<file path="src/pkg/clock_gating_defines.vh">
// constants for the clock output gating control bytes and serial target
// ----------------------------------------------------------------------
// ----------------------------------------------------------------------
`ifndef CLOCK_GATING_DEFINES_VH
`define CLOCK_GATING_DEFINES_VH
`define SLAVE_ADDR_W 8'hD2
`define CMD_BLOCK 8'h00
`define COUNT_MIN 8'h01
`define COUNT_MAX 8'h20
`define IDX_CPU 3'h1
`define IDX_BUS 3'h2
`define IDX_F48 3'h3
`define IDX_MED 3'h4
`define IDX_TUNE 3'h5
`define IDX_IDENT 3'h6
`define RST_CPU 8'h07
`define RST_BUS 8'h7F
`define RST_F48 8'hC7
`define RST_MED 8'h3F
`define RST_TUNE 8'h00
`define MASK_CPU 8'h7F
`define MASK_BUS 8'h7F
`define MASK_F48 8'hFF
`define MASK_MED 8'h3F
`define MASK_TUNE 8'h3F
`endif

</file>
<file path="src/hw/clock_output_gating_regs.v">
// serial block-write target holding the clock output gating control bytes
`timescale 1ns/1ps
`include "clock_gating_defines.vh"

module clock_output_gating_regs #(
  parameter [3:0] REVISION_CODE = 4'h3, // arbitrary value
  parameter [3:0] VENDOR_CODE = 4'h5 // arbitrary value
) (
  input wire sys_clk,
  input wire resetn,
  input wire scl,
  input wire sda,
  output reg sda_oe,
  input wire current_multiplier_select,
  output wire [7:0] cpu_pair_control,
  output wire [7:0] bus_clock_enables,
  output wire [7:0] fixed48_and_freerun_control,
  output wire [7:0] medium_clock_enables,
  output wire [7:0] delay_edge_tuning,
  output wire [7:0] maker_revision_ident
);

  // ------------------------------------------------------------
  // pin synchronisers
  // ------------------------------------------------------------
  // bit 0 serial clock, bit 1 serial data, bit 2 multiplier select
  localparam [2:0] PIN_IDLE = 3'b011; // bus lines idle high through the pull-up

  wire [2:0] pin_raw = {current_multiplier_select, sda, scl};
  wire [2:0] pin_lvl;

  genvar g;
  generate
    for (g = 0; g < 3; g = g + 1) begin : gen_sync
      reg [2:0] sync_reg;
      reg lvl_reg;

      // three stages; a level counts once stages two and three agree
      always @(posedge sys_clk or negedge resetn) begin
        if (!resetn) begin
          sync_reg <= {3{PIN_IDLE[g]}};
          lvl_reg <= PIN_IDLE[g];
        end else begin
          sync_reg <= {sync_reg[1:0], pin_raw[g]};
          if (sync_reg[1] == sync_reg[2])
            lvl_reg <= sync_reg[2];
        end
      end

      assign pin_lvl[g] = lvl_reg;
    end
  endgenerate

  wire scl_lvl = pin_lvl[0];
  wire sda_lvl = pin_lvl[1];
  wire mult_lvl = pin_lvl[2];

  // ------------------------------------------------------------
  // bus condition detection
  // ------------------------------------------------------------
  reg scl_d_reg;
  reg sda_d_reg;
  wire scl_rise = scl_lvl & ~scl_d_reg;
  wire scl_fall = ~scl_lvl & scl_d_reg;
  wire start_cond = scl_lvl & scl_d_reg & sda_d_reg & ~sda_lvl;
  wire stop_cond = scl_lvl & scl_d_reg & ~sda_d_reg & sda_lvl;

  // delayed copies; idle high so no false edge follows reset
  always @(posedge sys_clk or negedge resetn) begin
    if (!resetn) begin
      scl_d_reg <= 1'b1;
      sda_d_reg <= 1'b1;
    end else begin
      scl_d_reg <= scl_lvl;
      sda_d_reg <= sda_lvl;
    end
  end

  // ------------------------------------------------------------
  // protocol state machine
  // ------------------------------------------------------------
  // transfer phases
  localparam [2:0] ST_IDLE = 3'h0;
  localparam [2:0] ST_ADDR = 3'h1;
  localparam [2:0] ST_CMD = 3'h2;
  localparam [2:0] ST_COUNT = 3'h3;
  localparam [2:0] ST_DATA = 3'h4;
  localparam [2:0] ST_IGNORE = 3'h5;
  localparam [2:0] IDX_LAST = 3'h7; // byte index saturates here

  // transfer tracking
  reg [2:0] state_reg;
  reg [2:0] state_next;
  reg [7:0] shift_reg;
  reg [3:0] bit_cnt_reg;
  reg ack_phase_reg;
  reg ack_ok_reg;
  reg [7:0] remain_reg;
  reg [2:0] index_reg;

  // writable control bytes
  reg [7:0] cpu_reg;
  reg [7:0] bus_reg;
  reg [7:0] f48_reg;
  reg [7:0] med_reg;
  reg [7:0] tune_reg;

  // byte assembly, msb first
  wire [7:0] byte_in = {shift_reg[6:0], sda_lvl};
  wire byte_done = scl_rise & ~ack_phase_reg & (bit_cnt_reg == 4'h7);

  // decision taken on the eighth bit of each byte
  always @* begin
    state_next = state_reg;
    case (state_reg)
      ST_ADDR: state_next = (byte_in == `SLAVE_ADDR_W) ? ST_CMD : ST_IGNORE;
      ST_CMD: state_next = (byte_in == `CMD_BLOCK) ? ST_COUNT : ST_IGNORE;
      ST_COUNT: state_next = (byte_in >= `COUNT_MIN && byte_in <= `COUNT_MAX) ?
                             ST_DATA : ST_IGNORE;
      ST_DATA: state_next = (remain_reg == 8'h01) ? ST_IGNORE : ST_DATA;
      ST_IDLE: state_next = ST_IDLE;
      ST_IGNORE: state_next = ST_IGNORE;
      default: state_next = ST_IDLE;
    endcase
  end

  // masked write of one control byte; read-only bits keep zero
  function [7:0] merge;
    input [7:0] data;
    input [7:0] mask;
    begin
      merge = data & mask;
    end
  endfunction

  // bit shifting, byte sequencing and register writes
  always @(posedge sys_clk or negedge resetn) begin
    if (!resetn) begin
      state_reg <= ST_IDLE;
      shift_reg <= 8'h00;
      bit_cnt_reg <= 4'h0;
      ack_phase_reg <= 1'b0;
      ack_ok_reg <= 1'b0;
      remain_reg <= 8'h00;
      index_reg <= 3'h0;
      cpu_reg <= `RST_CPU;
      bus_reg <= `RST_BUS;
      f48_reg <= `RST_F48;
      med_reg <= `RST_MED;
      tune_reg <= `RST_TUNE;
    end else if (start_cond) begin
      state_reg <= ST_ADDR;
      bit_cnt_reg <= 4'h0;
      ack_phase_reg <= 1'b0;
    end else if (stop_cond) begin
      state_reg <= ST_IDLE;
    end else begin
      // eighth rise: keep the byte, decide the acknowledge, step the phase
      if (byte_done) begin
        ack_phase_reg <= 1'b1;
        bit_cnt_reg <= 4'h0;
        shift_reg <= byte_in;
        ack_ok_reg <= (state_reg != ST_IDLE) && (state_reg != ST_IGNORE) &&
                      (state_next != ST_IGNORE || state_reg == ST_DATA);
        state_reg <= state_next;
        if (state_reg == ST_COUNT) begin
          remain_reg <= byte_in;
          index_reg <= 3'h0;
        end
        if (state_reg == ST_DATA) begin
          remain_reg <= remain_reg - 8'h01;
          index_reg <= (index_reg == IDX_LAST) ? index_reg : index_reg + 3'h1;
          case (index_reg)
            `IDX_CPU: cpu_reg <= merge(byte_in, `MASK_CPU);
            `IDX_BUS: bus_reg <= merge(byte_in, `MASK_BUS);
            `IDX_F48: f48_reg <= merge(byte_in, `MASK_F48);
            `IDX_MED: med_reg <= merge(byte_in, `MASK_MED);
            `IDX_TUNE: tune_reg <= merge(byte_in, `MASK_TUNE);
            default: tune_reg <= tune_reg;
          endcase
        end
      end else if (scl_rise && !ack_phase_reg) begin
        shift_reg <= byte_in;
        bit_cnt_reg <= bit_cnt_reg + 4'h1;
      end else if (scl_rise && ack_phase_reg) begin
        ack_phase_reg <= 1'b0;
      end
    end
  end

  // ------------------------------------------------------------
  // acknowledge driver
  // ------------------------------------------------------------
  // pull data low from the eighth fall to the ninth; start and stop release it
  always @(posedge sys_clk or negedge resetn) begin
    if (!resetn)
      sda_oe <= 1'b0;
    else if (start_cond || stop_cond)
      sda_oe <= 1'b0;
    else if (scl_fall)
      sda_oe <= ack_phase_reg & ack_ok_reg;
  end

  // ------------------------------------------------------------
  // control byte outputs
  // ------------------------------------------------------------
  reg [7:0] ident_reg;

  // identity byte from the revision and vendor codes
  always @(posedge sys_clk or negedge resetn) begin
    if (!resetn)
      ident_reg <= 8'h00;
    else
      ident_reg <= {REVISION_CODE, VENDOR_CODE};
  end

  // control bytes straight from their flip-flops; byte1 bit 7 is the live select
  assign cpu_pair_control = {mult_lvl, cpu_reg[6:0]};
  assign bus_clock_enables = bus_reg;
  assign fixed48_and_freerun_control = f48_reg;
  assign medium_clock_enables = med_reg;
  assign delay_edge_tuning = tune_reg;
  assign maker_revision_ident = ident_reg;

endmodule

</file>
<file path="config.mk">
export PLATFORM = sky130hd
export DESIGN_NAME = clock_output_gating_regs
export DESIGN_NICKNAME = d
export VERILOG_FILES = /design/src/hw/clock_output_gating_regs.v
export VERILOG_INCLUDE_DIRS = /design/src /design/src/pkg
export SDC_FILE = /design/constraint.sdc
export NUM_CORES = 1
export LEC_CHECK = 0
export ABC_CLOCK_PERIOD_IN_PS = 2400
export BUFFER_PORTS_ARGS = -buffer_cell sky130_fd_sc_hd__buf_4
export CAP_MARGIN = 30
export CORE_UTILIZATION = 31
export CTS_CLUSTER_DIAMETER = 80
export DETAILED_ROUTE_END_ITERATION = 7
export PLACE_DENSITY = 0.45
export SYNTH_ARGS = -nofsm -noshare
export SYNTH_HDL_FRONTEND = slang
export SYNTH_SLANG_ARGS = --single-unit
</file>
<file path="constraint.sdc">
create_clock -name sys_clk -period 2.4 [get_ports sys_clk]
set_input_delay 0.36 -clock sys_clk [delete_from_list [all_inputs] [get_ports sys_clk]]
set_output_delay 0.36 -clock sys_clk [all_outputs]
set_load 0.02 [all_outputs]
</file>
==> qor.yml <==
detailed_routing:
  finalWirelength_mm: 7.50
  via_count: 2298
  ant_nets: 0
  wl_per_cell_um: 15.6
  drc: 0
  dr.pass1.iters: 4
  via_per_inst: 4.78
  drtIter0Drc: 97
clock_network:
  cts_tree: "done"
  root_buffer: "clkbuf_16"
  cts_made_buffers: 9
  ctsResizeCount: 0
  clk_latency_ns: 0.33
  cts_setup_buffers: 0
  cts_hold_buf: 1
  htree_levels: 3
  clkSlewWorstSetupHoldPaths_ns: 0.06
  cts_buffer_depth: 2
  cts.sinks: 77
cells_and_area:
  largest_reg_flops: 9
  mostFrequentLayoutCell: "buf_4"
  layout_common_cells: "buf_4, dfrtp_1, mux2_2, dfstp_2"
  layout-drive-gt1-share: 0.452
  diodes: 0
  areaGrowthSynthToFinish_pct: 22.3
  design_area_sq_um: 4330
  nNetsFinal: 350
sta:
  slew_violations: 0
  finalHoldViolCount: 0
  fmax_mhz: 477
  rsz0062_at_grt: "no"
  max_slew_margin: 0.525
  min_period_ns: 2.10
  skew_ns: 0.00805
  setup_viol: 0
  setup_tns_ns: 0
  period_share: 0.874
  tightest_slew_ns: 0.705
global_routing:
  antenna_found_initial: 0
  grt_first_pass_wirelength_mm: 12.2
  grt_overflow: 0
  grt_pass1_vias: 2231
  grt_max_degree: 45
  groute.usage.overall: 0.140
status:
  run_status: "finished clean"
min_path:
  min_path_cells: 1
  min_from: "current_multiplier_select"
  hold_end: "gen_sync[2].sync_reg[0]"
  hold_path_class: "in2reg"
worst_setup_path:
  r2r-start: "state_reg[0]"
  cpPeakStageDelay_ns: 0.69
  cp_num_buf_inv: 0
  path_cells: "or3b_1 -> nor3_4 -> nand2_4 -> mux2_2"
  slowest_stage: "or3b_1"
  setup.worst_path.end_class: "register"
  reg2reg_to: "cpu_reg[4]"
  cp.required_ns: 2.62
  reg2reg_slack_ns: 0.30
  crit_type: "reg2reg"
  rr_worst_depth: 4
  worst_setup_path_start_kind: "register"
  cp_max_fo: 15
  worst_ep_arrival_time_ns: 2.32
  critPathTopFamily: "simple AND/OR/NAND/NOR gates"
synthesis:
  seq_area_frac_synth: 0.555
  synth_ff_type: "dfrtp_1"
  synth.largest_area_cell: "dfrtp_1"
  synth_edf_count: 0
  yosysWarningCount: 0
  synthTopCellsByArea: "dfrtp_1, dfstp_2, mux2_2"
  synth_top_area_frac: 0.325
  postSynthCellCount: 287
  synth-async-reset-ratio: 1.00
  synth.cell_area_sq_um: 3540
  ys_ff_latch: 77
  syn_avg_cell_area_sq_um: 12.4
  synth_cell_types: 51
power_and_ir_drop:
  p_leak_uw: 0.00200
  power_uw: 3650
  ir_drop_uv: 376
  power_density_nw_per_um2: 843
die:
  coreArea_sq_um: 11000
  die_area_sq_um: 11900
  start_util: 0.323
  die_x_um: 109
  row_count: 38
  fp.dieH_um: 109
  io_pins: 54
place:
  io_buffers: 44
  dpl_cell_area_sq_um: 4000
  gp_congestion: 0.717
  hpwl_mm: 5.11
flow_run:
  maxCapViolCount: 0
how the worst max path moves through the flow:
stage,startpoint,endpoint,slack (ns),cells after the start
final,state_reg[0],cpu_reg[4],0.30,4
after global routing,state_reg[2],delay_edge_tuning[0],0.20,4
after CTS,state_reg[0],cpu_reg[4],0.29,4
after detailed placement,state_reg[0],cpu_reg[3],0.31,4
after global placement,state_reg[0],cpu_reg[3],0.33,4
after floorplan,gen_sync[0].lvl_reg,cpu_reg[3],0.61,5
where the power goes:
group	leakage [uW]	total [uW]	internal, uW	switching [uW]
registers	0.000932	1580	1430	151
clock network	0.000152	1480	941	538
logic	0.000911	595	261	334
total	0.00200	3650	2630	1020
synth_stat cells (2+ instances only):
library cell   n
dfrtp_1       46
mux2_2        41
dfstp_2       31
nand2_1       19
o21ai_0       19
buf_4         14
nor2_1        14
ha_1           9
a21oi_1        8
nand3_1        7
inv_1          6
clkbuf_1       5
buf_2          4
nor3_1         4
o211ai_1       4
a22o_1         3
buf_6          3
maj3_1         3
nand2b_1       3
a22oi_1        2
a32o_1         2
and2_1         2
conb_1         2
nand2_4        2
nand3_2        2
nand3b_1       2
nand4b_1       2
nor3b_2        2
nor4_1         2
o21a_1         2
o22ai_1        2
layer usage:
| metal | global-route usage | vias to the layer above | part of all wire |
|---|---|---|---|
| met4 | 0.0801 | 0 | 0.023 |
| met5 | 0 | - | 0 |
| met2 | 0.203 | 51 | 0.45 |
| met1 | 0.192 | 1141 | 0.49 |
| met3 | 0.0299 | 15 | 0.037 |
| li1 | - | 1091 | - |
final cells by class:
cell class / instances / area, sq um
fill: 1067 / 6650
sequential: 77 / 1970
multi-input combinational: 186 / 1410
timing repair buffer: 56 / 435
clock buffer: 11 / 243
tap: 140 / 175
clock inverter: 5 / 83.8
inverter: 6 / 22.5
cells by family after synthesis:
family | synth area share
DFF | 0.555
and+or+nand+nor | 0.122
AOI/OAI and AO/OA | 0.0890
muxes | 0.130
buffers and inverters | 0.0565
adders and majority gates | 0.0402
other | 0.00212
xor gates and xnor gates | 0.00494
through the flow:
stage / std cells / hold slack, ns / setup WS (ns) / utilization
after CTS: 481 / 0.113 / 0.291 / 0.395
after global placement: 464 / 0.337 / 0.328 / 0.364
after detailed placement: 464 / 0.344 / 0.306 / 0.364
after floorplan: 295 / 0.0644 / 0.610 / -
final: 481 / 0.129 / 0.302 / 0.395
after global routing: 481 / 0.115 / 0.203 / 0.395
(Power assumes the default switching activity.)
